## src/logic/mux_cfg_pkg.sv

```systemverilog
package mux_cfg_pkg;
    // Register byte offsets
    localparam logic [7:0] REG_CONFIG = 8'h00;
    localparam logic [7:0] REG_AREA_BASE = 8'h04;
    localparam logic [7:0] REG_SPECIAL_REQ = 8'h08;
    localparam logic [7:0] REG_STATUS = 8'h0c;
    // Config register field positions
    localparam int CFG_SIZE_LSB = 0;
    localparam int CFG_OPT_LSB = 2;
    localparam int CFG_TOP_LSB = 4;
    localparam int CFG_MSB_ALT = 6;
    localparam int CFG_DEV_ALT = 7;
    localparam int CFG_SET_LSB = 8;
    // Values after reset
    localparam logic [7:0] AREA_BASE_RESET = 8'h3c;
    localparam logic [11:0] CONFIG_RESET = 12'h000;
    localparam logic [7:0] SPECIAL_REQ_RESET = 8'h00;
    // Geometry
    localparam int PORTS_PER_SET = 8;
    localparam int SET_COUNT = 16;
    // Device select codes
    localparam logic [5:0] MUX_CODE_STD = 6'h15;
    localparam logic [5:0] MUX_CODE_ALT = 6'h25;
    localparam logic [5:0] CON_IN_CODE_STD = 6'h08;
    localparam logic [5:0] CON_OUT_CODE_STD = 6'h09;
    localparam logic [5:0] CON_IN_CODE_ALT = 6'h28;
    localparam logic [5:0] CON_OUT_CODE_ALT = 6'h29;
    // Control block size selection
    typedef enum logic [1:0] {
        BLK_40 = 2'h0,
        BLK_20 = 2'h1,
        BLK_10 = 2'h2
    } blk_size_type;
    // Source of the top lookup address bit
    typedef enum logic [1:0] {
        TOP_DIR = 2'h0,
        TOP_LOW = 2'h1,
        TOP_HIGH = 2'h2,
        TOP_CHAR = 2'h3
    } top_src_type;
endpackage

```

## src/logic/mux_cfg_logic.sv

```systemverilog
// Our own choices: strobed register access and the register offsets.
module mux_cfg_logic
    import mux_cfg_pkg::*;
(
    // Clock and reset
    input wire logic i_clk,
    input wire logic i_rst,
    // Register port
    input wire logic [7:0] i_addr,
    input wire logic [15:0] i_wdata,
    input wire logic i_wr,
    input wire logic i_rd,
    output logic [15:0] o_rdata,
    // Board straps
    input wire logic i_expansion,
    input wire logic [3:0] i_switch,
    input wire logic i_mux_enabled,
    // Character slot
    input wire logic i_chr_valid,
    input wire logic [7:0] i_chr,
    input wire logic [2:0] i_chr_port,
    input wire logic i_direction_select_signal,
    input wire logic i_port_config_word_len8,
    output logic o_chr_valid,
    output logic [7:0] o_chr,
    output logic o_chr_special,
    output logic o_chr_irq,
    // Control block address request
    input wire logic i_cb_req,
    input wire logic [2:0] i_cb_port,
    output logic o_cb_valid,
    output logic [15:0] o_cb_addr,
    // Device select decode
    input wire logic [5:0] i_dev_sel,
    output logic o_sel_mux,
    output logic o_sel_console_input_channel,
    output logic o_sel_console_output_channel
);

    // Software state
    logic [11:0] config_word; // Block size, option, top source, msb mode, codes, set
    logic [7:0] area_base; // Upper eight bits of the control area
    logic [7:0] special_req; // Per-port special interrupt request
    logic [7:0] last_chr; // Last character processed
    logic last_special; // Special flag of that character

    // Config fields
    wire blk_size_type blk_size = blk_size_type'(config_word[CFG_SIZE_LSB+:2]);
    wire logic [1:0] flag_opt = config_word[CFG_OPT_LSB+:2];
    wire top_src_type top_src = top_src_type'(config_word[CFG_TOP_LSB+:2]);
    wire logic msb_alt = config_word[CFG_MSB_ALT];
    wire logic dev_alt = config_word[CFG_DEV_ALT];
    wire logic [3:0] main_set = config_word[CFG_SET_LSB+:4];

    // Register decode
    wire logic hit_config = (i_addr == REG_CONFIG);
    wire logic hit_base = (i_addr == REG_AREA_BASE);
    wire logic hit_req = (i_addr == REG_SPECIAL_REQ);
    wire logic hit_status = (i_addr == REG_STATUS);
    wire logic wr_config = i_wr && hit_config;
    // Base stays put once multiplexing runs
    wire logic wr_base = i_wr && hit_base && !i_mux_enabled;
    wire logic wr_req = i_wr && hit_req;

    // Set number for this board section, msb in bit 3
    // Switch 1 sits on bit 3; a closed switch reads as zero
    wire logic [3:0] set_num = i_expansion ? i_switch : main_set;

    // Lookup address: top bit from the chosen source
    logic top_bit;
    always_comb begin
        case (top_src)
            TOP_DIR: top_bit = i_direction_select_signal;
            TOP_LOW: top_bit = 1'b0;
            TOP_HIGH: top_bit = 1'b1;
            TOP_CHAR: top_bit = i_chr[7];
            default: top_bit = 1'b0;
        endcase
    end
    wire logic [7:0] lut_addr = {top_bit, i_chr[6:0]};

    // Special character table, 256 entries of four flags
    logic [3:0] lut [0:255];
    for (genvar a = 0; a < 256; a++) begin : g_lut
        localparam int C = a % 128;
        localparam bit HI = (a >= 128);
        // Flag 0: codes below 40 or above 173 in seven bits
        assign lut[a][0] = (C < 8'o40) || (C > 8'o173);
        // Flag 1: 3, 4, 31 on both halves
        assign lut[a][1] = (C == 8'o3) || (C == 8'o4) || (C == 8'o31);
        // Flag 2: 0, 4, 15, 21, 23 low half; 136 high half
        assign lut[a][2] = HI ? (C == 8'o136) :
            ((C == 8'o0) || (C == 8'o4) || (C == 8'o15) ||
             (C == 8'o21) || (C == 8'o23));
        // Flag 3: output set low half, input set adds 10, 32, 33
        assign lut[a][3] = (C == 8'o0) || (C >= 8'o3 && C <= 8'o6) ||
            (C == 8'o14) || (C == 8'o15) || (C == 8'o25) ||
            (C == 8'o27) || (C == 8'o30) || (C == 8'o31) ||
            (HI && ((C == 8'o10) || (C == 8'o32) || (C == 8'o33)));
    end
    wire logic [3:0] lut_word = lut[lut_addr];
    wire logic is_special = lut_word[flag_opt];

    // Top-bit adjustment on incoming characters of requesting ports
    wire logic port_req = special_req[i_chr_port];
    logic fixed_msb;
    always_comb begin
        if (!i_direction_select_signal || !port_req) begin
            fixed_msb = i_chr[7]; // Output or other ports untouched
        end else if (!msb_alt) begin
            fixed_msb = 1'b1;
        end else begin
            fixed_msb = i_port_config_word_len8 & i_chr[7];
        end
    end

    // Control block offset: set and port scaled by block size
    wire logic [6:0] slot = {set_num, i_cb_port};
    logic [15:0] cb_offset;
    always_comb begin
        case (blk_size)
            BLK_40: cb_offset = {4'h0, slot, 5'h00};
            BLK_20: cb_offset = {5'h00, slot, 4'h0};
            BLK_10: cb_offset = {6'h00, slot, 3'h0};
            default: cb_offset = {4'h0, slot, 5'h00};
        endcase
    end
    wire logic [15:0] next_cb_addr = {area_base, 8'h00} + cb_offset;

    // Device select codes
    wire logic [5:0] mux_code = dev_alt ? MUX_CODE_ALT : MUX_CODE_STD;
    wire logic [5:0] con_in_code = dev_alt ? CON_IN_CODE_ALT : CON_IN_CODE_STD;
    wire logic [5:0] con_out_code = dev_alt ? CON_OUT_CODE_ALT : CON_OUT_CODE_STD;
    assign o_sel_mux = (i_dev_sel == mux_code);
    assign o_sel_console_input_channel = (i_dev_sel == con_in_code);
    assign o_sel_console_output_channel = (i_dev_sel == con_out_code);

    // Read data mux
    wire logic [15:0] status_word = {3'h0, last_special, set_num, last_chr};
    wire logic [15:0] next_rdata =
        hit_config ? {4'h0, config_word} :
        hit_base ? {8'h00, area_base} :
        hit_req ? {8'h00, special_req} :
        hit_status ? status_word : 16'h0000;

    // Software registers
    always_ff @(posedge i_clk) begin
        if (i_rst) begin
            config_word <= CONFIG_RESET;
            area_base <= AREA_BASE_RESET;
            special_req <= SPECIAL_REQ_RESET;
        end else begin
            if (wr_config) begin
                config_word <= i_wdata[11:0];
            end
            if (wr_base) begin
                area_base <= i_wdata[7:0];
            end
            if (wr_req) begin
                special_req <= i_wdata[7:0];
            end
        end
    end

    // Read data, valid only in the cycle after the strobe
    always_ff @(posedge i_clk) begin
        if (i_rst) begin
            o_rdata <= 16'h0000;
        end else begin
            o_rdata <= i_rd ? next_rdata : 16'h0000;
        end
    end

    // Character result, one cycle after the slot input
    always_ff @(posedge i_clk) begin
        if (i_rst) begin
            o_chr_valid <= 1'b0;
            o_chr <= 8'h00;
            o_chr_special <= 1'b0;
            o_chr_irq <= 1'b0;
        end else begin
            o_chr_valid <= i_chr_valid;
            o_chr <= i_chr_valid ? {fixed_msb, i_chr[6:0]} : o_chr;
            o_chr_special <= i_chr_valid && is_special;
            o_chr_irq <= i_chr_valid && is_special && port_req;
        end
    end

    // Last character seen, for status reads
    always_ff @(posedge i_clk) begin
        if (i_rst) begin
            last_chr <= 8'h00;
            last_special <= 1'b0;
        end else if (i_chr_valid) begin
            last_chr <= {fixed_msb, i_chr[6:0]};
            last_special <= is_special;
        end
    end

    // Control block address, one cycle after request
    always_ff @(posedge i_clk) begin
        if (i_rst) begin
            o_cb_valid <= 1'b0;
            o_cb_addr <= 16'h0000;
        end else begin
            o_cb_valid <= i_cb_req;
            o_cb_addr <= i_cb_req ? next_cb_addr : o_cb_addr;
        end
    end
endmodule

```

## config.mk

```make
export PLATFORM = sky130hd
export DESIGN_NAME = mux_cfg_logic
export DESIGN_NICKNAME = d
export VERILOG_FILES = /design/src/logic/mux_cfg_pkg.sv /design/src/logic/mux_cfg_logic.sv
export SDC_FILE = /design/constraint.sdc
export NUM_CORES = 1
export LEC_CHECK = 0
export ABC_CLOCK_PERIOD_IN_PS = 5310
export BUFFER_PORTS_ARGS = -buffer_cell sky130_fd_sc_hd__buf_2
export CORE_MARGIN = 2
export CORE_UTILIZATION = 50
export CTS_BUF_LIST = sky130_fd_sc_hd__clkbuf_8
export CTS_CLUSTER_DIAMETER = 40
export DETAILED_ROUTE_END_ITERATION = 10
export GPL_ROUTABILITY_DRIVEN = 1
export PLACE_DENSITY = 0.78
export SETUP_SLACK_MARGIN = 0.05
export SLEW_MARGIN = 20
export SYNTH_ARGS = -nofsm -noshare
export SYNTH_HDL_FRONTEND = slang
export SYNTH_SLANG_ARGS = --single-unit
```

## constraint.sdc

```tcl
create_clock -name i_clk -period 5.31 [get_ports i_clk]
set_clock_uncertainty 0.2 [all_clocks]
set_input_delay 1.062 -clock i_clk [delete_from_list [all_inputs] [get_ports i_clk]]
set_output_delay 1.062 -clock i_clk [all_outputs]
set_load 0.005 [all_outputs]
```

Word-level counts from Yosys, hierarchy flattened
Memories as Yosys holds them, arrays and structs flattened. Index checks and enable logic that the tools add are counted.

Register bits after elaboration: 73. Memory bits (read-only): 1024. Input port bits: 58. Output and inout port bits: 47. Word-level logic and storage cells: 66. Memories kept: 1.

Add/sub/neg operators: 1. Order comparisons: 3. Equal/unequal tests: 11. Muxes and demuxes: 18. Bitwise gates (word level): 4. Reductions and logical operators: 15.

Memory list: (name not given) (words 256, bits a word 4, read ports 1, clocked after memory_dff 0, write ports 0, line mux_cfg_logic.sv:101) `wire logic [3:0] lut_word = lut[lut_addr];`.

Operators by type and width (count): $mux 12 (4); $pmux 12 s2 (1); $eq 6x6->1 (3); $mux 6 (3); $add 16x16->16 (1); $eq 8x4->1 const B (2); $mux 4 (3); $ge 9x9->1 const B (1); $not 8->9 (1); $eq 8x3->1 const B (1); $logic_not 8->1 (1); $eq 2x2->1 const B (3); $logic_and 1x1->1 (6); $reduce_or 6->1 (1); $reduce_or 5->1 (1); $eq 2x1->1 const B (2); $lt 3x4->1 const B (1); $mux 1 (4); $pmux 1 s4 (1); $bmux 1 s3 (1); $logic_not 1->1 (3); $lt 2x3->1 const B (1); $bmux 1 s2 (1); $logic_not 2->1 (1); other kinds (4) (5).

Longest topological paths before layout
Gate-level depths: netlist of the first run.

Depth after elaboration: 10. Depth in mapped cells: 13. Gate-level depth less buffers: 12.

Worst setup path after synthesis of the first run
OpenSTA, ideal clock, no wires.

Kind: input-to-output. From: input port i_dev_sel[5]. To: output port o_sel_mux. Arrival time: 1.966 ns. Required time: 4.048 ns. Slack: 2.082 ns. Cell stages on the path: 2. Buffers on the path: 0. Cells stage by stage: or3b_2 > a2111oi_0.

Cells in the longest elaborated chain, start to end: 1.

Ends and longest elaborated chain: start: declaration (line mux_cfg_logic.sv:34) `input wire logic [5:0] i_dev_sel,`; $eq 6x6->1 (line mux_cfg_logic.sv:134) `assign o_sel_mux = (i_dev_sel == mux_code);`; end: declaration (line mux_cfg_logic.sv:35) `output logic o_sel_mux,`.

Every way passes these cells.

Final worst setup path of the first run
Ends and elaborated chain as after synthesis.

==> results by group, run 1 <==
Outcome
  • Status: finished, final reports clean

Floorplanning
  • Die area: 7380 sq um
  • Starting density of the core: 52.3%
  • Row count: 29
  • Die height: 85.9 um
  • Core ar.: 6420 sq um
  • IO Count: 105
  • Die W: 85.9 um

Global route
  • Number of global-route vias before repair: 2543
  • First-pass GRT wire length: 12.1 mm
  • GR Util All Layers: 21.1%
  • Largest net degree at the start of global routing: 54
  • Initial antenna violation count: 0
  • Grt total ovfl: 0

Route
  • Drt first pass iters: 4
  • Avg WL per Cell: 14.9 um
  • DRT Wirelength: 7.74 mm
  • Via count: 2812
  • 1st-iter DRT viols: 263
  • Via density: 5.42
  • Antenna-violating nets left: 0
  • DRC: 0

Timing
  • RSZ-0062 raised after global routing: no
  • Post-route minimum period: 3460 ps
  • Rel. slew slack: 34.6%
  • Ratio of final minimum period to clock period: 65.1%
  • Worst slew pin tran: 978 ps
  • # setup viols final: 0
  • Max Freq: 289 MHz
  • Hold Violations, Final: 0
  • Max Slew Vio Count: 0
  • Total negative slack: 0 ps

Clock network
  • Post-CTS setup buffer count: 0
  • Root Driver: clkbuf_8
  • Hold Buf Count CTS: 0
  • Clock slew at reported path FFs: 60 ps
  • Clk_lat worst skew: 330 ps
  • Max clock buf depth: 2
  • Clock sinks: 67
  • H-tree depth: 3
  • Total CTS buffers: 9
  • CTS tree: built
  • Post-cts repair resize count: 0

Pwr
  • Share of power burned in registers: 51.5%
  • Cell leakage power: 1.92 nW
  • Peak supply drop: 0.000118 V
  • Tot Pwr: 1.01 mW
  • Clock power frac: 37.4%
  • Net Switching: 0.242 mW
  • Sw frac: 24.0%
  • Internal power: 0.767 mW
  • Comb pwr share: 11.1%
  • Pwr/cell area: 253 nW/um^2

Setup path
  • Top delay family on crit path: simple AND/OR/NAND/NOR gates
  • Worst-path fanout max: 3
  • CP bufs+invs: 2
  • CP endpoint kind: output pin
  • Max incr delay on CP: 430 ps
  • Cell Chain, Critical Path: buf_2 > or3b_2 > a2111oi_0 > buf_2
  • Setup CP Type: input pin to output pin
  • Critical path's most frequent cell: buf_2
  • WP data required: 4050 ps
  • Crit-path slowest cell: or3b_2
  • Startpoint types: input pin
  • Arrival time at the worst endpoint: 2190 ps

Placed design
  • Routability cong.: 0.921
  • Post-DP Area: 3820 sq um
  • Post-DP HPWL: 5.71 mm
  • Port buffer count: 94

Final layout
  • Fillers: 548
  • Post-route cell area: 4000 sq um
  • ANT cells: 0
  • Register area: 1340 sq um
  • Area occupied by multi-input gates: 1850 sq um
  • Nets: 508
  • Syn-to-layout area delta: 19.1%
  • Share of layout cells above drive strength 1: 29.4%

Synth
  • Synth Area per Inst: 9.51 sq um
  • Netlist cell types: 52
  • Async S/R FF share, synth: 0%
  • Synth warn: 0
  • Cell taking the most area after synthesis: dfxtp_1
  • Yosys top cell area share: 40.0%
  • Area contributors post-synth: dfxtp_1, mux2i_1, nor2_1, mux4_2, ha_1
  • EDFF count, synth: 0
  • Sequential share of the synthesized area: 40.0%
  • Yosys reg bits: 67
  • Prevailing post-synth register cell: dfxtp_1
  • Mapped Area: 3360 sq um
  • Synthesized instance count: 353

Job
  • Max-cap violations: 0

Hold path
  • HP Class: flip-flop to flip-flop
flip-flops by register name, indices dropped and copies added (netlist names):
register       count
area_base          8
config_word       12
last_chr           8
last_special       1
o_cb_addr         13
o_cb_valid         1
o_chr_irq          1
o_chr_special      1
o_chr_valid        1
o_rdata           13
special_req        8
through the flow:
step	setup slack [ps]	instances	util, %	hold WS, ps
after CTS	1870	519	62.2	254
after global routing	1770	519	62.2	300
after detailed placement	1710	504	59.4	244
after global placement	1810	504	59.4	245
final	1850	519	62.2	248
after floorplan	2080	358	-	225
synthesized netlist by cell type (3+ instances only):
cell type	n
buf_4	6
mux2_2	5
a21oi_1	10
nand2_1	13
nor2b_1	12
ha_1	11
nor2_1	62
nand3_1	5
a211oi_1	4
nand4b_1	3
nor3_1	3
o21ai_0	14
clkbuf_1	15
inv_1	15
mux4_2	10
dfxtp_1	67
xnor2_1	4
a211o_1	4
mux2i_1	35
nand2b_1	5
a22oi_1	9
path summary, 6_finish.rpt:
| path | endpoint | startpoint | cells past startpoint | slack (ps) |
|---|---|---|---|---|
| hold / removal | o_rdata[12] | last_special | 2 | 250 |
| hold reg to reg | o_rdata[12] | last_special | 2 | 250 |
| setup / recovery | o_sel_mux | i_dev_sel[5] | 4 | 1850 |
| setup reg to reg | o_cb_addr[14] | config_word[0] | 11 | 2480 |
cells by family (layout without fill, tap and decap cells):
group | after synthesis | count (layout) | synth area share (%)
flip-flops | 67 | 67 | 40.0
AND/OR/NAND/NOR | 120 | 120 | 17.9
other | 1 | 6 | 0.112
buffers and inverters | 40 | 124 | 5.41
multiplexers | 50 | 50 | 18.8
adder cells (fa/ha/maj) | 12 | 12 | 4.70
XOR/XNOR | 5 | 5 | 1.30
AO/OA/AOI/OAI | 58 | 58 | 11.8
power by group through the flow:
stage | clock network (mW) | logic (mW) | registers [mW]
floorplan | 0 | 0.0657 | 0.531
global placement | 0 | 0.109 | 0.531
detailed placement | 0 | 0.112 | 0.531
CTS | 0.387 | 0.112 | 0.520
global route | 0.408 | 0.124 | 0.520
finish | 0.378 | 0.112 | 0.520
cell type report:
class | count | share of cell area [%]
Clock inverter | 3 | 0.345
Clock buffer | 12 | 4.13
Tap cell | 77 | 2.41
Sequential cell | 67 | 33.6
Timing Repair Buffer | 94 | 11.8
Multi-Input combinational cell | 251 | 46.4
Inverter | 15 | 1.41
layer usage:
layer / track usage (%) / routed length, um / up-vias
li1: - / - / 1396
met1: 28.7 / 3460 / 1306
met4: 8.95 / 90 / 0
met2: 32.8 / 3590 / 100
met5: 0 / 0 / -
met3: 4.33 / 601 / 10
cell usage in the layout (no fill, tap or decap), types with 5 or more instances in the layout:
cell type	n
a22oi_1	9
a21oi_1	10
ha_1	11
conb_1	6
nand3_1	5
buf_2	94
nor2_1	62
nor2b_1	12
nand2b_1	5
nand2_1	13
mux2i_1	35
inv_1	16
mux2_2	5
o21ai_0	14
mux4_2	10
dfxtp_1	67
clkbuf_8	12
worst min-delay path, cell delays in order (launching register included):
cell     delay (ps)
dfxtp_1         300
inv_1            60
nor3_1           50
Power figures use the tool's default switching activity.
==> run 2, diff against run 1 <==
ABC_CLOCK_PERIOD_IN_PS = 3400   (was 5310)
clock period = 3.4 ns   (was 5.31 ns; I/O delays follow)
==> run 2 against run 1 <==
  * Die area is the same
  * Largest cell class unchanged
  * Clock power grew 82%
  * Global-route usage grew 0.55 points
  * Critical path type is now input pin to flip-flop
  * Highest routed layer unchanged
  * Routed wire length grew 1.1%
  * Critical path depth grew 6
==> results by group, run 2 (same netlist as run 1, synthesis figures left out) <==
Setup path
  • Arrival time at the worst endpoint: 2980 ps
  • CP endpoint kind: flip-flop
  • WP data required: 3430 ps
  • Setup CP Type: input pin to flip-flop
  • Worst-path fanout max: 6
  • Startpoint types: input pin
  • RR Endpoint: o_cb_addr[14]
  • Critical R2R Launch: config_word[0]
  • Reg2reg setup slack: 500 ps
  • Worst reg2reg path depth: 10

Timing
  • Hold Violations, Final: 0
  • Total negative slack: 0 ps
  • Max Freq: 339 MHz
  • RSZ-0062 raised after global routing: no
  • Worst slew pin tran: 954 ps
  • Rel. slew slack: 36.4%
  • Ratio of final minimum period to clock period: 86.8%
  • Max Slew Vio Count: 0
  • # setup viols final: 0
  • Post-route minimum period: 2950 ps

Global route
  • Initial antenna violation count: 0
  • Grt total ovfl: 0
  • First-pass GRT wire length: 12.4 mm
  • Largest net degree at the start of global routing: 54
  • Number of global-route vias before repair: 2531
  • GR Util All Layers: 21.7%

Final layout
  • Syn-to-layout area delta: 20.3%
  • Nets: 509
  • Share of layout cells above drive strength 1: 29.6%
  • Non-Filler Instances: 520
  • ANT cells: 0
  • Commonest non-fill, non-tap cell in the layout: buf_2
  • Most frequent cells in the layout: buf_2, dfxtp_1, nor2_1
  • Top Registers: o_cb_addr x13, o_rdata x13, config_word x12

Clock network
  • H-tree depth: 3
  • Root Driver: clkbuf_8
  • Hold Buf Count CTS: 0
  • Max clock buf depth: 2
  • Post-CTS setup buffer count: 0
  • CTS tree: built
  • Total CTS buffers: 9
  • Clk_lat worst skew: 330 ps
  • Clock slew at reported path FFs: 70 ps
  • Clock sinks: 67
  • Post-cts repair resize count: 0

Floorplanning
  • Die area: 7380 sq um
  • Core ar.: 6420 sq um
  • Die W: 85.9 um
  • Die height: 85.9 um
  • Starting density of the core: 52.3%
  • IO Count: 105
  • Row count: 29

Route
  • Drt first pass iters: 4
  • DRT Wirelength: 7.82 mm
  • Antenna-violating nets left: 0
  • 1st-iter DRT viols: 169
  • Avg WL per Cell: 15.0 um
  • DRC: 0
  • Via density: 5.40
  • Via count: 2808

Hold path
  • Hold Path Origin: last_special
  • HP Class: flip-flop to flip-flop
  • Hold Path End: o_rdata[12]
  • Worst hold path cell count: 2

Pwr
  • Cell leakage power: 1.94 nW
  • Tot Pwr: 1.68 mW
  • Peak supply drop: 0.000232 V
  • Pwr/cell area: 415 nW/um^2

Placed design
  • Post-DP HPWL: 5.73 mm
  • Routability cong.: 0.918
  • Placed Cells: 505
  • Port buffer count: 94

Outcome
  • Status: finished, final reports clean

Job
  • Max-cap violations: 0
## run 2: changes by cell type in the layout (fill, tap and decap cells not counted)
| cell | change |
|---|---|
| buf_4 | +1 |
| bufinv_16 | +1 |
| clkbuf_8 | +1 |
| clkinv_2 | -2 |
## run 2: worst max path at each step
stage / start / depth (start not counted) / endpoint / slack (ps)
after floorplan: i_expansion / 9 / o_cb_addr[15] / 580
after global placement: i_expansion / 10 / o_cb_addr[15] / 300
after detailed placement: i_expansion / 10 / o_cb_addr[15] / 110
after CTS: i_expansion / 10 / o_cb_addr[15] / 460
after global routing: config_word[0] / 10 / o_cb_addr[14] / 200
final: i_expansion / 10 / o_cb_addr[15] / 450
## run 2: area by class of cell
type | count | area (sq um)
fill | 546 | 2390
multi-input combinational | 251 | 1850
clock inverter | 2 | 33.8
timing repair buffer | 95 | 478
clock buffer | 13 | 179
tap | 77 | 96.3
inverter | 15 | 56.3
sequential | 67 | 1340
## run 2: metrics by stage
step	worst slack [ps]	utilization [%]	hold slack, ps	area, sq um
after floorplan	584	-	225	3370
after global placement	300	59.5	246	3820
after detailed placement	107	59.5	243	3820
after CTS	464	62.8	253	4040
after global routing	195	62.8	286	4040
final	450	62.8	251	4040
## run 2: per-layer routing
layer,vias up,GRT usage (%),share of wire [%]
li1,1406,-,-
met1,1302,30.0,45
met2,92,33.4,47
met3,8,5.00,7.1
met4,0,7.50,1.3
met5,-,0,0
## run 2: power breakdown
| part | switching, mW | internal, mW | total (mW) |
|---|---|---|---|
| logic | 0.0935 | 0.0813 | 0.175 |
| clock network | 0.277 | 0.413 | 0.689 |
| registers | 0.0104 | 0.802 | 0.812 |
| total | 0.380 | 1.30 | 1.68 |
## run 2: critical path, cell delays in order
cell      delay, ps
buf_2           160
mux2_2          390
a22oi_1         180
o21ai_0         180
ha_1            360
a21o_1          110
a21oi_1         100
o21ba_2         220
or3_1           340
a311oi_1        260
